<file path="src/design/tpbs_pkg.sv">
// Package of constants and types for the boot strap sequencer, plus the strap pin synchroniser.
// How it works
// - Power-on reset sets the first-boot flag.
// - Entry code reads only the first-boot flag.
// - Secure registers answer only during device-init.
// - First boot runs device-init code before user code.
// - Ending first boot clears flag, changes master identifier.
// - Processor then resets itself into second boot.
// - Second boot sees flag cleared, new master identifier.
// - Outside serial load, second boot hands over to application code.
// - Secure region stays locked until power cycle.
// - Three strap bits are sampled at power-up.
// - Strap bits latched before processor reset release.
// - Strap value selects boot flow and pin mapping.
// - Top bit alone high selects serial load.
// - Serial load waits for code without timeout.
// - Serial load forces four-wire debug until repowered.
// - Lowest bit alone high selects two-wire debug.
// - All bits low select four-wire debug.
package tpbs_pkg;

    localparam int          CLK_PERIOD_PS      = 5000;
    localparam int          STRAP_SETTLE_NS    = 40;
    localparam int          STRAP_SETTLE_CYC   = (STRAP_SETTLE_NS * 1000 + CLK_PERIOD_PS - 1) / CLK_PERIOD_PS;
    localparam int          SELF_RESET_NS      = 100;
    localparam int          SELF_RESET_CYC     = (SELF_RESET_NS * 1000 + CLK_PERIOD_PS - 1) / CLK_PERIOD_PS;

    localparam logic [11:0] STATUS_OFFSET      = 12'h000;
    localparam logic [11:0] CTRL_OFFSET        = 12'h004;
    localparam logic [11:0] SECURE_OFFSET      = 12'h008;

    localparam int          CTRL_INIT_DONE_BIT = 0;
    localparam int          CTRL_SELF_RST_BIT  = 1;
    localparam int          CTRL_ROM_DONE_BIT  = 2;

    localparam logic [2:0]  SERIAL_LOAD_STRAP_SETTING = 3'h4;
    localparam logic [2:0]  TWO_WIRE_STRAP_SETTING    = 3'h1;
    localparam logic [2:0]  FOUR_WIRE_STRAP_SETTING   = 3'h0;

    localparam logic [3:0]  MASTER_ID_INIT     = 4'h1;
    localparam logic [3:0]  MASTER_ID_MCU      = 4'h2;
    localparam logic [31:0] SECURE_RESET       = 32'h0000_0000;

    typedef enum logic [1:0] {
        MODE_FOUR_WIRE   = 2'h0,
        MODE_TWO_WIRE    = 2'h1,
        MODE_SERIAL_LOAD = 2'h2,
        MODE_UNDEFINED   = 2'h3
    } tpbs_mode_type;

    typedef struct packed {
        logic [13:0]   reserved;
        logic          app_running;
        logic          self_reset_busy;
        logic          secure_open;
        logic [2:0]    phase;
        logic [2:0]    power_up_strap;
        tpbs_mode_type mode;
        logic [3:0]    master_id;
        logic [1:0]    unused;
        logic          first_boot;
    } tpbs_status_type;

endpackage

////////////////////////////////////////////////////////////////////////////////

`timescale 1ns/1ps
`default_nettype none

module tpbs_strap_sync #(
    parameter int WIDTH = 3
) (
    input  wire logic             clk,
    input  wire logic             rst_n,
    input  wire logic [WIDTH-1:0] pin_in,
    output var  logic [WIDTH-1:0] value_out,
    output var  logic             change_out
);

    logic [WIDTH-1:0] s1_reg;
    logic [WIDTH-1:0] s2_reg;
    logic [WIDTH-1:0] s3_reg;
    logic [WIDTH-1:0] value_next;
    logic             change_next;

    // A new value counts once the second and third stages agree.
    always_comb begin
        value_next  = value_out;
        change_next = 1'b0;
        if (s2_reg == s3_reg && s3_reg != value_out) begin
            value_next  = s3_reg;
            change_next = 1'b1;
        end
    end

    always_ff @(posedge clk or negedge rst_n) begin
        if (!rst_n) begin
            s1_reg     <= '0;
            s2_reg     <= '0;
            s3_reg     <= '0;
            value_out  <= '0;
            change_out <= 1'b1;
        end else begin
            s1_reg     <= pin_in;
            s2_reg     <= s1_reg;
            s3_reg     <= s2_reg;
            value_out  <= value_next;
            change_out <= change_next;
        end
    end

endmodule

`default_nettype wire

</file>
<file path="src/design/tpbs_sequencer.sv">
// Two-phase boot sequencer with strap capture and an APB register slave.
`timescale 1ns/1ps
`default_nettype none

module tpbs_sequencer #(
    parameter logic [3:0] INIT_MASTER_ID = tpbs_pkg::MASTER_ID_INIT,
    parameter logic [3:0] MCU_MASTER_ID  = tpbs_pkg::MASTER_ID_MCU
) (
    input  wire logic        CORE_CLK,
    input  wire logic        RESETN,
    input  wire logic [2:0]  POWER_UP_STRAP,
    input  wire logic        PSEL,
    input  wire logic        PENABLE,
    input  wire logic        PWRITE,
    input  wire logic [11:0] PADDR,
    input  wire logic [31:0] PWDATA,
    output var  logic [31:0] PRDATA,
    output var  logic        PREADY,
    output var  logic        PSLVERR,
    output var  logic        CPU_RESETN,
    output var  logic        FIRST_BOOT,
    output var  logic        DEVICE_INIT_RUN,
    output var  logic        APP_JUMP,
    output var  logic        SECURE_OPEN,
    output var  logic [3:0]  MASTER_ID,
    output var  logic [1:0]  BOOT_MODE,
    output var  logic        SERIAL_LOAD_MODE,
    output var  logic        FUNC_FOUR_WIRE_DEBUG,
    output var  logic        FUNC_TWO_WIRE_DEBUG
);

    ////////////////////////////////////////////////////////////////////////////////
    // Declarations.

    typedef enum logic [2:0] {
        ST_CAPTURE,
        ST_INIT_BOOT,
        ST_SELF_RESET,
        ST_MCU_BOOT,
        ST_APP
    } tpbs_state_type;

    tpbs_state_type          state_reg;
    tpbs_state_type          state_next;
    logic [7:0]              count_reg;
    logic [7:0]              count_next;
    logic                    first_boot_reg;
    logic                    first_boot_next;
    logic                    init_done_reg;
    logic                    init_done_next;
    logic [3:0]              master_id_reg;
    logic [3:0]              master_id_next;
    logic [2:0]              strap_reg;
    logic [2:0]              strap_next;
    logic [31:0]             secure_reg;
    logic [31:0]             secure_next;
    logic [31:0]             prdata_reg;
    logic [31:0]             prdata_next;
    logic                    pready_reg;
    logic                    pready_next;
    logic                    pslverr_reg;
    logic                    pslverr_next;
    logic [2:0]              strap_sync;
    logic                    strap_change;
    logic                    secure_ok;
    logic                    wr_fire;
    tpbs_pkg::tpbs_mode_type mode;
    tpbs_pkg::tpbs_status_type status;

    ////////////////////////////////////////////////////////////////////////////////
    // Strap pin synchroniser.

    tpbs_strap_sync #(
        .WIDTH      (3)
    ) u_strap_sync (
        .clk        (CORE_CLK),
        .rst_n      (RESETN),
        .pin_in     (POWER_UP_STRAP),
        .value_out  (strap_sync),
        .change_out (strap_change)
    );

    ////////////////////////////////////////////////////////////////////////////////
    // Strap decode.

    always_comb begin
        unique case (strap_reg)
            tpbs_pkg::SERIAL_LOAD_STRAP_SETTING: mode = tpbs_pkg::MODE_SERIAL_LOAD;
            tpbs_pkg::TWO_WIRE_STRAP_SETTING:    mode = tpbs_pkg::MODE_TWO_WIRE;
            tpbs_pkg::FOUR_WIRE_STRAP_SETTING:   mode = tpbs_pkg::MODE_FOUR_WIRE;
            default:                             mode = tpbs_pkg::MODE_UNDEFINED;
        endcase
    end

    // Secure access needs the device-init phase of the first boot only.
    assign secure_ok = (state_reg == ST_INIT_BOOT) && first_boot_reg;
    assign wr_fire   = PSEL && PENABLE && pready_reg && PWRITE && !pslverr_reg;

    always_comb begin
        status                 = '0;
        status.first_boot      = first_boot_reg;
        status.master_id       = master_id_reg;
        status.mode            = mode;
        status.power_up_strap  = strap_reg;
        status.phase           = state_reg;
        status.secure_open     = secure_ok;
        status.self_reset_busy = (state_reg == ST_SELF_RESET);
        status.app_running     = (state_reg == ST_APP);
    end

    ////////////////////////////////////////////////////////////////////////////////
    // Boot sequence.

    always_comb begin
        state_next      = state_reg;
        count_next      = count_reg;
        first_boot_next = first_boot_reg;
        init_done_next  = init_done_reg;
        master_id_next  = master_id_reg;
        strap_next      = strap_reg;
        secure_next     = secure_reg;
        unique case (state_reg)
            ST_CAPTURE: begin
                // Strap is copied while the processor is still held in reset.
                if (strap_change) begin
                    count_next = '0;
                end else if (count_reg == 8'(tpbs_pkg::STRAP_SETTLE_CYC - 1)) begin
                    strap_next = strap_sync;
                    count_next = '0;
                    state_next = first_boot_reg ? ST_INIT_BOOT : ST_MCU_BOOT;
                end else begin
                    count_next = count_reg + 8'h01;
                end
            end
            ST_INIT_BOOT: begin
                if (wr_fire && PADDR == tpbs_pkg::CTRL_OFFSET) begin
                    if (PWDATA[tpbs_pkg::CTRL_INIT_DONE_BIT]) begin
                        first_boot_next = 1'b0;
                        master_id_next  = MCU_MASTER_ID;
                        init_done_next  = 1'b1;
                    end
                    if (PWDATA[tpbs_pkg::CTRL_SELF_RST_BIT] && (init_done_reg ||
                        PWDATA[tpbs_pkg::CTRL_INIT_DONE_BIT])) begin
                        count_next = '0;
                        state_next = ST_SELF_RESET;
                    end
                end
                if (wr_fire && PADDR == tpbs_pkg::SECURE_OFFSET) begin
                    secure_next = PWDATA;
                end
            end
            ST_SELF_RESET: begin
                // Flag, identifier and strap are kept across this reset.
                if (count_reg == 8'(tpbs_pkg::SELF_RESET_CYC - 1)) begin
                    count_next = '0;
                    state_next = first_boot_reg ? ST_INIT_BOOT : ST_MCU_BOOT;
                end else begin
                    count_next = count_reg + 8'h01;
                end
            end
            ST_MCU_BOOT: begin
                // Serial load has no timeout and never hands over to the application.
                if (wr_fire && PADDR == tpbs_pkg::CTRL_OFFSET && PWDATA[tpbs_pkg::CTRL_ROM_DONE_BIT] &&
                    mode != tpbs_pkg::MODE_SERIAL_LOAD) begin
                    state_next = ST_APP;
                end
            end
            ST_APP: begin
                state_next = ST_APP;
            end
        endcase
    end

    ////////////////////////////////////////////////////////////////////////////////
    // APB slave.

    always_comb begin
        prdata_next  = '0;
        pready_next  = 1'b0;
        pslverr_next = 1'b0;
        if (PSEL && !PENABLE) begin
            pready_next = 1'b1;
            unique case (PADDR)
                tpbs_pkg::STATUS_OFFSET: begin
                    prdata_next  = status;
                    pslverr_next = PWRITE;
                end
                tpbs_pkg::CTRL_OFFSET: begin
                    prdata_next  = {29'h0000_0000, state_reg == ST_APP, init_done_reg, 1'b0};
                end
                tpbs_pkg::SECURE_OFFSET: begin
                    prdata_next  = secure_ok ? secure_reg : 32'h0000_0000;
                    pslverr_next = !secure_ok;
                end
                default: begin
                    pslverr_next = 1'b1;
                end
            endcase
        end
    end

    ////////////////////////////////////////////////////////////////////////////////
    // Registers.

    always_ff @(posedge CORE_CLK or negedge RESETN) begin
        if (!RESETN) begin
            state_reg      <= ST_CAPTURE;
            count_reg      <= '0;
            first_boot_reg <= 1'b1;
            init_done_reg  <= 1'b0;
            master_id_reg  <= INIT_MASTER_ID;
            strap_reg      <= tpbs_pkg::FOUR_WIRE_STRAP_SETTING;
            secure_reg     <= tpbs_pkg::SECURE_RESET;
            prdata_reg     <= '0;
            pready_reg     <= 1'b0;
            pslverr_reg    <= 1'b0;
        end else begin
            state_reg      <= state_next;
            count_reg      <= count_next;
            first_boot_reg <= first_boot_next;
            init_done_reg  <= init_done_next;
            master_id_reg  <= master_id_next;
            strap_reg      <= strap_next;
            secure_reg     <= secure_next;
            prdata_reg     <= prdata_next;
            pready_reg     <= pready_next;
            pslverr_reg    <= pslverr_next;
        end
    end

    always_ff @(posedge CORE_CLK or negedge RESETN) begin
        if (!RESETN) begin
            CPU_RESETN           <= 1'b0;
            FIRST_BOOT           <= 1'b1;
            DEVICE_INIT_RUN      <= 1'b0;
            APP_JUMP             <= 1'b0;
            SECURE_OPEN          <= 1'b0;
            MASTER_ID            <= INIT_MASTER_ID;
            BOOT_MODE            <= tpbs_pkg::MODE_FOUR_WIRE;
            SERIAL_LOAD_MODE     <= 1'b0;
            FUNC_FOUR_WIRE_DEBUG <= 1'b1;
            FUNC_TWO_WIRE_DEBUG  <= 1'b0;
        end else begin
            CPU_RESETN           <= (state_next != ST_CAPTURE) && (state_next != ST_SELF_RESET);
            FIRST_BOOT           <= first_boot_next;
            DEVICE_INIT_RUN      <= (state_next == ST_INIT_BOOT) && first_boot_next;
            APP_JUMP             <= (state_next == ST_APP);
            SECURE_OPEN          <= (state_next == ST_INIT_BOOT) && first_boot_next;
            MASTER_ID            <= master_id_next;
            BOOT_MODE            <= mode;
            SERIAL_LOAD_MODE     <= (mode == tpbs_pkg::MODE_SERIAL_LOAD);
            FUNC_FOUR_WIRE_DEBUG <= (mode != tpbs_pkg::MODE_TWO_WIRE);
            FUNC_TWO_WIRE_DEBUG  <= (mode == tpbs_pkg::MODE_TWO_WIRE);
        end
    end

    assign PRDATA  = prdata_reg;
    assign PREADY  = pready_reg;
    assign PSLVERR = pslverr_reg;

endmodule

`default_nettype wire

</file>
<file path="config.mk">
export PLATFORM = sky130hd
export DESIGN_NAME = tpbs_sequencer
export DESIGN_NICKNAME = d
export VERILOG_FILES = /design/src/design/tpbs_pkg.sv /design/src/design/tpbs_sequencer.sv
export SDC_FILE = /design/constraint.sdc
export NUM_CORES = 1
export LEC_CHECK = 0
export BUFFER_PORTS_ARGS = -buffer_cell sky130_fd_sc_hd__buf_2
export CORE_MARGIN = 1.5
export CORE_UTILIZATION = 55
export CTS_BUF_LIST = sky130_fd_sc_hd__clkbuf_4 sky130_fd_sc_hd__clkbuf_8
export CTS_CLUSTER_DIAMETER = 30
export DETAILED_ROUTE_END_ITERATION = 8
export PLACE_DENSITY_LB_ADDON = 0.05
export SYNTH_ARGS = -nofsm -noshare
export SYNTH_HDL_FRONTEND = slang
export SYNTH_SLANG_ARGS = --single-unit
</file>
<file path="constraint.sdc">
create_clock -name CORE_CLK -period 2.5 [get_ports CORE_CLK]
set_clock_uncertainty 0.1 [all_clocks]
set_input_delay 0.25 -clock CORE_CLK [delete_from_list [all_inputs] [get_ports CORE_CLK]]
set_output_delay 0.25 -clock CORE_CLK [all_outputs]
set_load 0.005 [all_outputs]
</file>
# After elaboration in Yosys (flattened, before gate mapping)
# Index checks and enable logic that the tools add are counted.
word_totals:
  reg_bits: 105
  input_bits: 52
  output_inout_bits: 48
  wordCells: 97
op_classes:
  n_addsub: 1
  eq_ne: 21
  muxes: 25
  n_bitwise: 1
  reduce_logical: 27
ops:
  columns: ["operator", "count"]
  rows:
  - ["one-hot mux 32 bit (3 select lines)", 1]
  - ["2-to-1 mux 32 bit", 2]
  - ["2-to-1 mux 8 bit", 5]
  - ["one-hot mux 8 bit (3 select lines)", 1]
  - ["2-to-1 mux 3 bit", 6]
  - ["one-hot mux 3 bit (5 select lines)", 1]
  - ["logical AND 1 bit", 14]
  - ["equality test 12 x 3 -> 1 bit, second input constant", 1]
  - ["equality test 12 x 4 -> 1 bit, second input constant", 1]
  - ["logical NOT 12 bit", 1]
  - ["equality test 3 x 1 -> 1 bit, second input constant", 3]
  - ["equality test 3 bit, second input constant", 3]
  - ["AND reduction 3 bit", 3]
  - ["adder 8 x 1 -> 8 bit, second input constant", 1]
  - ["equality test 8 x 3 -> 1 bit, second input constant", 1]
  - ["equality test 8 x 5 -> 1 bit, second input constant", 1]
  - ["equality test 3 x 2 -> 1 bit, second input constant", 2]
  - ["logical NOT 3 bit", 2]
  - ["2-to-1 mux 1 bit", 6]
  - ["!= test 2 x 1 -> 1 bit, second input constant", 3]
  - ["one-hot mux 2 bit (3 select lines)", 1]
  - ["nonzero test 3 bit", 2]
  - ["equality test 3 bit", 1]
  - ["logical NOT 1 bit", 3]
  - ["other kinds (10)", 10]

# Longest topological paths before layout
# Gate-level depths: netlist of run 1.
depth:
  word_depth: 11
  ltp_mapped: 7
  depth_no_buf: 6

# Cells and area by module
# A second synthesis of run 1 with hierarchy kept.
unflattened:
  hier_cells: 332
  hier_area_um2: 4346.7
modules_own_cells:
  columns: ["module", "n_inst", "cells_each", "area_each_um2", "seq_area_each_um2"]
  rows:
  - ["tpbs_sequencer", 1, 304, 3900.0, 2280.9]
  - ["tpbs_strap_sync", 1, 28, 446.7, 326.6]

# Worst setup path after synthesis of run 1
# No wires, ideal clock.
synth_timing:
  kind: "register -> register"
  startpoint: "register count_reg[3]"
  endpoint: "register strap_reg[0]"
  setup_time_ns: 0.125
  arrival_time_ns: 1.948
  required_ns: 2.275
  setup_slack_ns: 0.328
  stages_incl_launch_ff: 6
  n_path_buf: 1
  period_less_slack_ns: 2.172
  cell_sequence: "dfrtp_1 > or4_4 > buf_6 > or3_4 > nor3_4 > mux2_2"
synth_via:
  elab_chain_len: 2
synth_rtl:
  columns: ["item", "line_no", "text"]
  rows:
  - ["start: declaration", "tpbs_sequencer.sv:45", "logic [7:0] count_reg;"]
  - ["start signal: assignment", "tpbs_sequencer.sv:219", "count_reg <= count_next;"]
  - ["equality test 8 x 3 -> 1 bit", "tpbs_sequencer.sv:127", "end else if (count_reg == 8'(tpbs_pkg::STRAP_SETTLE_CYC - 1)) begin"]
  - ["AND reduction 3 bit (no line)", null, null]
  - ["end signal: assignment", "tpbs_sequencer.sv:212", "strap_reg <= tpbs_pkg::FOUR_WIRE_STRAP_SETTING;"]
  - ["end signal: assignment", "tpbs_sequencer.sv:223", "strap_reg <= strap_next;"]
  - ["end: declaration", "tpbs_sequencer.sv:53", "logic [2:0] strap_reg;"]
# No other way between the ends.
# A chain may end at the register's enable or synchronous reset.

# Final worst setup path of run 1
layout_timing:
  startpoint: "register count_reg[3]"
  endpoint: "register strap_reg[2]"
# The elaborated chain is that of the path after synthesis.

==> results of run 1 <==
[power breakdown]
part	internal, mW	switching, mW
registers	1.71	0.0228
clock network	0.392	0.584
logic	0.0822	0.0746
total	2.18	0.681
[synth_stat cells, types with 7 or more instances]
master and count:
dfrtp_1 100, mux2_2 38, nor2_1 26, and2_1 18, nand2_1 15, a22oi_1 10, o21ai_0 9, clkbuf_1 8
nand3_1 8, nor4_1 7
[final timing paths]
check                                                    end  cells after the start  slack, ns                              from
max                                 strap_reg[2]$_DFFE_PN0P_                      4       0.25          count_reg[3]$_DFFE_PN0P_
max in group asynchronous  u_strap_sync.change_out$_DFF_PN1_                      3       1.21                            RESETN
max reg2reg                         strap_reg[2]$_DFFE_PN0P_                      4       0.25          count_reg[3]$_DFFE_PN0P_
min                               secure_reg[22]$_DFFE_PN0P_                      2       0.01                        PWDATA[22]
min reg2reg                 u_strap_sync.s2_reg[1]$_DFF_PN0_                      0       0.26  u_strap_sync.s1_reg[1]$_DFF_PN0_
min in group asynchronous           count_reg[5]$_DFFE_PN0P_                      2       0.30                            RESETN
[through the flow]
stage	setup slack, ns	power [mW]	hold WS [ns]	area (µm²)
final	0.2514	2.865	0.01223	5164
after detailed placement	0.2234	1.913	0.1821	4871
after global routing	0.1683	2.986	0.003888	5164
after CTS	0.2558	2.894	0.001175	5164
after global placement	0.2652	1.907	0.1719	4871
after floorplan	0.3276	1.818	-0.1456	4244
[critical path: stages (launching register included)]
cell	delay, ns
dfrtp_1	0.44
or4_4	0.62
or3_4	0.43
nor3_4	0.19
mux2_2	0.36
[kinds of logic after synthesis]
kind of cell / Yosys count
AOI/OAI and AO/OA: 50
xor gates and xnor gates: 6
adders and majority gates: 1
buffers and inverters: 22
DFF: 104
muxes: 39
other: 1
and+or+nand+nor: 113
[timing repair]
action                                 4_1_cts  5_1_grt
setup buffers                                0        0
hold buffers                                11        0
endpoints found under the hold margin       50        0
[cell type report]
cell class,count,area [µm²],share of cell area
clock buffers,10,131.4,0.02544
clock inverters,6,51.30,0.009935
inverters,4,15.01,0.002908
multi-input cells,211,1529,0.2961
flip-flops and latches,104,2608,0.5050
well taps,99,123.9,0.02399
repair buffers,119,705.7,0.1367
[layout by cell type, fill, tap and decap left out, drive strengths merged, types with 4 or more instances in the layout]
cell type / synthesis / final
nor4: 8 / 8
a21oi: 4 / 4
nor3: 6 / 6
o21ai: 10 / 10
mux2: 39 / 39
nand3: 8 / 8
a32oi: 4 / 4
dlygate4sd3: 0 / 11
a22oi: 10 / 10
xnor2: 6 / 6
clkbuf: 8 / 10
nand2: 15 / 15
nand2b: 4 / 4
a22o: 6 / 6
nor2: 26 / 26
dfrtp: 100 / 100
buf: 10 / 108
and2: 18 / 18
nor2b: 6 / 6
inv: 4 / 8
dfstp: 4 / 4
[layer usage]
metal | up-vias | global-route usage | part of all wire
met4 | 0 | 0.07161 | 0.013
li1 | 1414 | - | -
met3 | 11 | 0.05556 | 0.068
met5 | - | 0 | 0
met1 | 1464 | 0.3162 | 0.46
met2 | 102 | 0.3333 | 0.46
==> results.py, run 1 <==
metrics = {
    "outcome": {
        "status": "finished clean",
    },
    "route": {
        "drc_errors": 0,
        "firstDrtPassIters": 4,
        "ant_nets": 0,
        "via_per_inst": 5.409,
        "drtIter0Drc": 199,
        "wl_per_cell_um": 15.41,
        "drt-total-wl_um": 8520,
        "num_vias": 2991,
    },
    "yosys": {
        "synth_xor_area_frac": 0.01239,
        "synthMuxAreaShare": 0.1036,
        "synth.avg_cell_area_um2": 12.62,
        "synth_fa_ha_area_frac": 0.002951,
        "synth_top_area_frac": 0.5901,
        "async_reset_ff_frac": 1.000,
        "synth-edff-count": 0,
        "yosys_warnings": 0,
        "synth_cell_types": 54,
        "synthTopCellsByArea": "dfrtp_1, mux2_2, and2_1, dfstp_2, nor2_1",
        "synthFlopType": "dfrtp_1",
        "synthSimpleGateAreaFrac": 0.1517,
        "synth_area_leader_cell": "dfrtp_1",
        "ys_seq_area_frac": 0.6149,
        "synth_top_family_by_area": "simple AND/OR/NAND/NOR gates",
        "synth_compound_area_frac": 0.08675,
        "syn-instance-count": 336,
        "ys_seq_elements": 104,
        "synth_area_um2": 4240,
    },
    "die": {
        "coreArea_um2": 7370,
        "die_w_um": 90.81,
        "die_y_um": 90.81,
        "fp.dieArea_um2": 8246,
        "start_util": 0.5754,
        "ioPinCount": 100,
        "rows": 31,
    },
    "placed_design": {
        "dp.final_hpwl_um": 5939,
        "portBuffers": 97,
        "place_congestion": 0.8644,
        "place_inst": 526,
    },
    "sta": {
        "setup_viol": 0,
        "post-route-period-util": 0.8994,
        "final.setup.tns_ns": 0,
        "relSlewSlack": 0.6300,
        "max_freq_mhz": 444.7,
        "worst_pin_slew_ns": 0.5551,
        "post-route-min-period_ns": 2.249,
        "hold_violations": 0,
        "rsz0062_at_grt": "false",
        "report.final.slew_viol_count": 0,
    },
    "power": {
        "ir_drop_uv": 392.9,
        "p_leak_nw": 2.590,
        "power.density_nw_per_um2": 554.8,
    },
    "setup_path": {
        "crit_arrival_ns": 2.40,
        "crit_path_end_kind": "flop",
        "critPathLaunchType": "flop",
        "worstPathMaxFanout": 8,
        "path_class": "reg -> reg",
        "critical_path_required_ns": 2.65,
    },
    "grt": {
        "grt-ovfl-total": 0,
        "antenna_found_initial": 0,
        "grt_max_degree": 44,
        "grt_pass1_wl_um": 14350,
        "grt_usage": 0.2211,
        "grt_pass1_vias": 2911,
    },
    "run": {
        "drv_cap": 0,
    },
    "clocking": {
        "cts_buffers": 9,
        "clock_latency_ns": 0.36,
        "clkSlewWorstSetupHoldPaths_ns": 0.11,
        "cts_max_level": 3,
        "cts-root-buf": "clkbuf_8",
        "clock_sinks": 104,
        "cts_tree": "built",
        "clockBufferDepth": 2,
        "cts_resized": 0,
    },
    "cells_and_area": {
        "final_util": 0.7007,
        "antenna_cells": 0,
        "num-nets-final": 502,
        "fillers": 581,
        "drive_above_1_share": 0.3877,
        "area_growth_pct": 21.78,
        "fin_cells": 553,
    },
    "hold_path": {
        "hold_class": "in -> reg",
    },
}
Power figures use the tool's default switching activity.
==> run 2, diff against run 1 <==
==> constraint.sdc (replaced) <==
create_clock -name CORE_CLK -period 2.1 [get_ports CORE_CLK]
set_clock_uncertainty 0.1 [all_clocks]
set_input_delay 0.21 -clock CORE_CLK [delete_from_list [all_inputs] [get_ports CORE_CLK]]
set_output_delay 0.21 -clock CORE_CLK [all_outputs]
set_load 0.05 [all_outputs]
==> results.py, run 2 (synthesis gave the netlist of run 1 again) <==
metrics = {
    "power": {
        "switching_share": 0.2392,
        "seqPwrFrac": 0.587,
        "combPwrFrac": 0.067,
        "pwr-share-clk": 0.346,
        "power.density_nw_per_um2": 635.0,
        "power_mw": 3.519,
        "p_leak_nw": 2.754,
        "power_switching_uw": 841.7,
        "p_int_mw": 2.677,
        "ir_drop_uv": 460.9,
    },
    "die": {
        "die_y_um": 90.81,
        "rows": 31,
        "die_w_um": 90.81,
        "ioPinCount": 100,
        "fp.dieArea_um2": 8246,
        "start_util": 0.5754,
        "coreArea_um2": 7370,
    },
    "sta": {
        "post-route-min-period_ns": 2.151,
        "max_freq_mhz": 464.9,
        "final.setup.tns_ns": -0.1677,
        "rsz0062_at_grt": "true",
        "worst_pin_slew_ns": 0.5399,
        "hold_violations": 0,
        "report.final.slew_viol_count": 0,
        "fin_ws_ns": -0.05106,
        "setup_viol": 4,
        "relSlewSlack": 0.6401,
        "post-route-period-util": 1.024,
    },
    "grt": {
        "grt_pass1_vias": 3227,
        "grt_pass1_wl_um": 15370,
        "antenna_found_initial": 0,
        "grt_max_degree": 105,
        "grt-ovfl-total": 0,
        "grt_usage": 0.2401,
    },
    "clocking": {
        "cts_buffers": 9,
        "clock_sinks": 104,
        "clock_latency_ns": 0.36,
        "clkSlewWorstSetupHoldPaths_ns": 0.10,
        "cts_tree": "built",
        "cts_max_level": 3,
        "cts-root-buf": "clkbuf_8",
        "clockBufferDepth": 2,
    },
    "hold_path": {
        "min_delay_worst_endpoint": "secure_reg[2]$_DFFE_PN0P_",
        "hold_start": "PWDATA[2]",
        "holdPathStages": 2,
        "hold_class": "in -> reg",
    },
    "cells_and_area": {
        "final_common_cell": "dfrtp_1",
        "final_cell_mix": "dfrtp_1, buf_2, mux2_2",
        "area_growth_pct": 30.69,
        "antenna_cells": 0,
        "drive_above_1_share": 0.3947,
        "num-nets-final": 537,
    },
    "run": {
        "drv_cap": 0,
    },
    "setup_path": {
        "r2r-end": "strap_reg[0]$_DFFE_PN0P_",
        "ff2ff_path_depth": 4,
        "crit_path_cell_trace": "or4_4, or3_4, nor3_4, mux2_2",
        "critical_path_required_ns": 2.25,
        "crit_family": "simple AND/OR/NAND/NOR gates",
        "crit_path_end_kind": "flop",
        "path_class": "reg -> reg",
        "critPathLaunchType": "flop",
        "cp_slowest_stage_delay_ns": 0.57,
        "worstPathMaxFanout": 4,
        "crit_arrival_ns": 2.30,
        "cp-startpoint": "count_reg[3]$_DFFE_PN0P_",
        "cpMaxStageDelayCell": "or4_4",
        "timing.reg2reg.setup_slack_ns": -0.05,
        "critical_path_buf_inv_count": 0,
        "r2r_start": "count_reg[3]$_DFFE_PN0P_",
    },
    "route": {
        "ant_nets": 0,
        "wl_per_cell_um": 15.89,
        "firstDrtPassIters": 4,
        "num_vias": 3172,
        "via_per_inst": 5.395,
        "drt-total-wl_um": 9343,
        "drtIter0Drc": 157,
        "drc_errors": 0,
    },
    "outcome": {
        "violations": "negative setup slack",
        "status": "finished with violations",
    },
    "placed_design": {
        "dp.final_hpwl_um": 6206,
        "place_congestion": 0.8599,
        "portBuffers": 97,
        "place_ws_ns": -0.05404,
    },
}
[run 2: cell types whose count changed in the layout (fill, tap and decap cells not counted), moves of 2 or more]
cell / before / now
inv_6: 3 / 1
clkinv_4: 1 / 3
buf_4: 10 / 22
clkbuf_8: 9 / 11
dlygate4sd3_1: 11 / 34
[run 2: what timing repair did]
| item | in CTS | in global routing |
|---|---|---|
| hold endpoints to repair | 133 | 0 |
| setup endpoints to repair | 5 | 43 |
| gates resized for setup | 1 | 5 |
| buffers inserted | 2 | 0 |
| hold buffers | 34 | 0 |
| cloned | 0 | 0 |
| pin swaps | 2 | 3 |
[run 2: power by group through the flow]
stage                     combinational, mW  sequential (mW)  clock [mW]
after floorplan                      0.0766             2.10           0
after global placement                0.183             2.10           0
after detailed placement              0.190             2.10           0
after CTS                             0.239             2.06        1.24
after global routing                  0.262             2.07        1.31
final                                 0.236             2.07        1.22
[run 2: cell type report]
type	instances	area (µm²)
Multi-Input combinational cell	211	1567
Clock buffer	11	151.4
Clock inverter	5	51.30
Tap cell	99	123.9
Sequential cell	104	2608
Inverter	4	15.01
Timing Repair Buffer	154	1026
Fill cell	513	1828
[run 2: routing by layer]
layer  vias up  global-route usage  part of all wire
li1       1487                   -                 -
met1      1570              0.3169              0.44
met2       107              0.4010              0.49
met3         8             0.04545             0.060
met4         0             0.08073             0.010
met5         -                   0                 0
[run 2: worst max path at each step]
stage,cells past startpoint,slack (ns),end
3_5_place_dp,4,-0.05,strap_reg[0]$_DFFE_PN0P_
3_3_place_gp,4,0.02,strap_reg[1]$_DFFE_PN0P_
4_1_cts,4,-0.05,strap_reg[0]$_DFFE_PN0P_
5_1_grt,4,-0.12,CPU_RESETN$_DFF_PN0_
2_1_floorplan,5,-0.07,strap_reg[0]$_DFFE_PN0P_
6_report,4,-0.05,strap_reg[0]$_DFFE_PN0P_
[run 2: metrics by stage]
stage / cell area [µm²] / instances / utilization / hold WS (ns)
after floorplan: 4244 / 337 / - / -0.1856
after global placement: 4946 / 536 / 0.6711 / 0.2093
after detailed placement: 4946 / 536 / 0.6711 / 0.2201
after CTS: 5510 / 588 / 0.7477 / 0.01087
after global routing: 5542 / 588 / 0.7520 / 0.01992
final: 5542 / 588 / 0.7520 / 0.02682
==> run 3, diff against run 2 <==
ABC_AREA = 1   (was default)
CORE_MARGIN = default   (was 1.5)
CORE_UTILIZATION = 54   (was 55)
CTS_BUF_LIST = default   (was sky130_fd_sc_hd__clkbuf_4 sky130_fd_sc_hd__clkbuf_8)
==> results.py, run 3 <==
metrics = {
    "yosys": {
        "synth_area_um2": 4693,
        "synth_top_area_frac": 0.5332,
        "synth.top_cells.by_count": "dfrtp_1, nand2_1, inv_1",
        "synthTopCellsByArea": "dfrtp_1, nand2_1, o21ai_2, inv_1, nand2_2",
        "synth_cell_types": 34,
        "synth_area_leader_cell": "dfrtp_1",
        "synth_most_common_cell": "dfrtp_1",
        "yosys_warnings": 0,
        "syn-instance-count": 496,
        "ys_seq_area_frac": 0.5556,
        "ys_seq_elements": 104,
        "synth.avg_cell_area_um2": 9.462,
        "synth-edff-count": 0,
        "synthFlopType": "dfrtp_1",
        "async_reset_ff_frac": 1.000,
    },
    "die": {
        "fp.dieArea_um2": 9068,
        "die_w_um": 95.23,
        "coreArea_um2": 8299,
        "start_util": 0.5655,
        "rows": 33,
        "die_y_um": 95.23,
        "ioPinCount": 100,
    },
    "setup_path": {
        "path_class": "reg -> reg",
        "ff2ff_path_depth": 7,
        "crit_path_end_kind": "flop",
        "critical_path_required_ns": 2.29,
        "critPathLaunchType": "flop",
        "crit_arrival_ns": 2.03,
        "worstPathMaxFanout": 15,
    },
    "sta": {
        "final.setup.tns_ns": 0,
        "post-route-period-util": 0.8763,
        "relSlewSlack": 0.6492,
        "rsz0062_at_grt": "false",
        "post-route-min-period_ns": 1.840,
        "max_freq_mhz": 543.4,
        "report.final.slew_viol_count": 0,
        "worst_pin_slew_ns": 0.5250,
        "hold_violations": 0,
        "setup_viol": 0,
        "fin_ws_ns": 0.2598,
        "fin_hold_ws_ns": 0.02013,
    },
    "clocking": {
        "postCtsSetupBuffers": 0,
        "clock_sinks": 104,
        "cts_buffers": 9,
        "cts-root-buf": "clkbuf_8",
        "cts_resized": 0,
        "clockBufferDepth": 2,
        "cts_max_level": 3,
        "clkSlewWorstSetupHoldPaths_ns": 0.11,
        "clock_latency_ns": 0.37,
        "cts_tree": "built",
    },
    "power": {
        "power_switching_uw": 879.9,
        "switching_share": 0.2441,
        "seqPwrFrac": 0.570,
        "ir_drop_uv": 395.4,
        "power.density_nw_per_um2": 619.1,
        "p_int_mw": 2.724,
        "power_mw": 3.604,
        "combPwrFrac": 0.077,
        "pwr-share-clk": 0.353,
        "p_leak_nw": 3.063,
    },
    "route": {
        "drt-total-wl_um": 10300,
        "num_vias": 3701,
        "firstDrtPassIters": 5,
        "via_per_inst": 4.981,
        "drc_errors": 0,
        "ant_nets": 0,
        "drtIter0Drc": 180,
        "wl_per_cell_um": 13.87,
    },
    "run": {
        "drv_cap": 0,
    },
    "outcome": {
        "status": "finished clean",
    },
    "cells_and_area": {
        "final_common_cell": "dfrtp_1",
        "area_growth_pct": 24.05,
        "num-nets-final": 686,
        "final_cell_mix": "dfrtp_1, buf_2, nand2_1",
        "antenna_cells": 0,
        "fillers": 675,
        "drive_above_1_share": 0.3197,
    },
    "hold_path": {
        "hold_class": "in -> reg",
        "holdPathStages": 3,
    },
    "grt": {
        "grt_pass1_wl_um": 16990,
        "grt_max_degree": 51,
        "grt_usage": 0.2482,
        "grt-ovfl-total": 0,
        "grt_pass1_vias": 3613,
        "antenna_found_initial": 0,
    },
    "placed_design": {
        "place_congestion": 0.8202,
        "place_ws_ns": 0.2612,
        "portBuffers": 97,
        "dp.final_hpwl_um": 7096,
    },
}
## run 3: logic make-up (layout without fill, tap and decap cells)
kind of cell	after synthesis	in the layout	share of synthesized area
buffers and inverters	99	240	0.09597
AND/OR/NAND/NOR	206	206	0.2197
other	1	2	0.0007990
XOR/XNOR	7	7	0.01306
AO/OA/AOI/OAI	78	78	0.1122
adder cells (fa/ha/maj)	1	1	0.002666
flip-flops	104	104	0.5556
## run 3: what timing repair did
action / 4_1_cts / 5_1_grt
setup endpoints to repair: 0 / 0
hold buffers: 35 / 0
endpoints found under the hold margin: 65 / 0
## run 3: layer usage
metal / wire [µm] / vias up / global-route usage
met5: 0 / - / 0
met4: 125 / 0 / 0.06944
met3: 506 / 12 / 0.04545
met2: 5091 / 101 / 0.4054
met1: 4578 / 1762 / 0.3397
li1: - / 1826 / -
## run 3: final timing paths
| kind | slack, ns | from | end |
|---|---|---|---|
| worst max-delay path | 0.26 | state_reg[1]$_DFF_PN0_ | PRDATA[14]$_DFF_PN0_ |
| worst min-delay path | 0.02 | PWDATA[1] | secure_reg[1]$_DFFE_PN0P_ |
| worst max register to register | 0.26 | state_reg[1]$_DFF_PN0_ | PRDATA[14]$_DFF_PN0_ |
| worst min register to register | 0.25 | u_strap_sync.s1_reg[2]$_DFF_PN0_ | u_strap_sync.s2_reg[2]$_DFF_PN0_ |
| max in group asynchronous | 1.03 | RESETN | FUNC_FOUR_WIRE_DEBUG$_DFF_PN1_ |
| min in group asynchronous | 0.25 | RESETN | secure_reg[23]$_DFFE_PN0P_ |
## run 3: final cells by class
class | count | area (µm²) | area share
Timing Repair Buffer | 141 | 930.9 | 0.1599
Tap cell | 105 | 131.4 | 0.02257
Inverter | 83 | 312.8 | 0.05373
Sequential cell | 104 | 2608 | 0.4479
Clock inverter | 6 | 72.57 | 0.01247
Clock buffer | 10 | 127.6 | 0.02192
Multi-Input combinational cell | 294 | 1639 | 0.2815
## run 3: worst max-delay path, cell delays in order (launching register included)
cell     delay, ns
dfrtp_1       0.44
inv_1         0.13
nand3_1       0.18
nor2_1        0.23
inv_2         0.08
nor2_4        0.33
nand2_1       0.12
a21oi_1       0.15
## run 3: per-stage QoR
step	cells	util	cell area, µm²
after floorplan	497	-	4697
after global placement	692	0.6352	5271
after detailed placement	692	0.6352	5271
after CTS	743	0.7015	5822
after global routing	743	0.7015	5822
final	743	0.7015	5822
## run 3: power by group through the flow
stage	clock (mW)	sequential, mW	combinational (mW)
detailed placement	0	2.09	0.226
global placement	0	2.09	0.223
CTS	1.31	2.05	0.277
floorplan	0	2.10	0.100
finish	1.27	2.05	0.276
global route	1.39	2.06	0.308
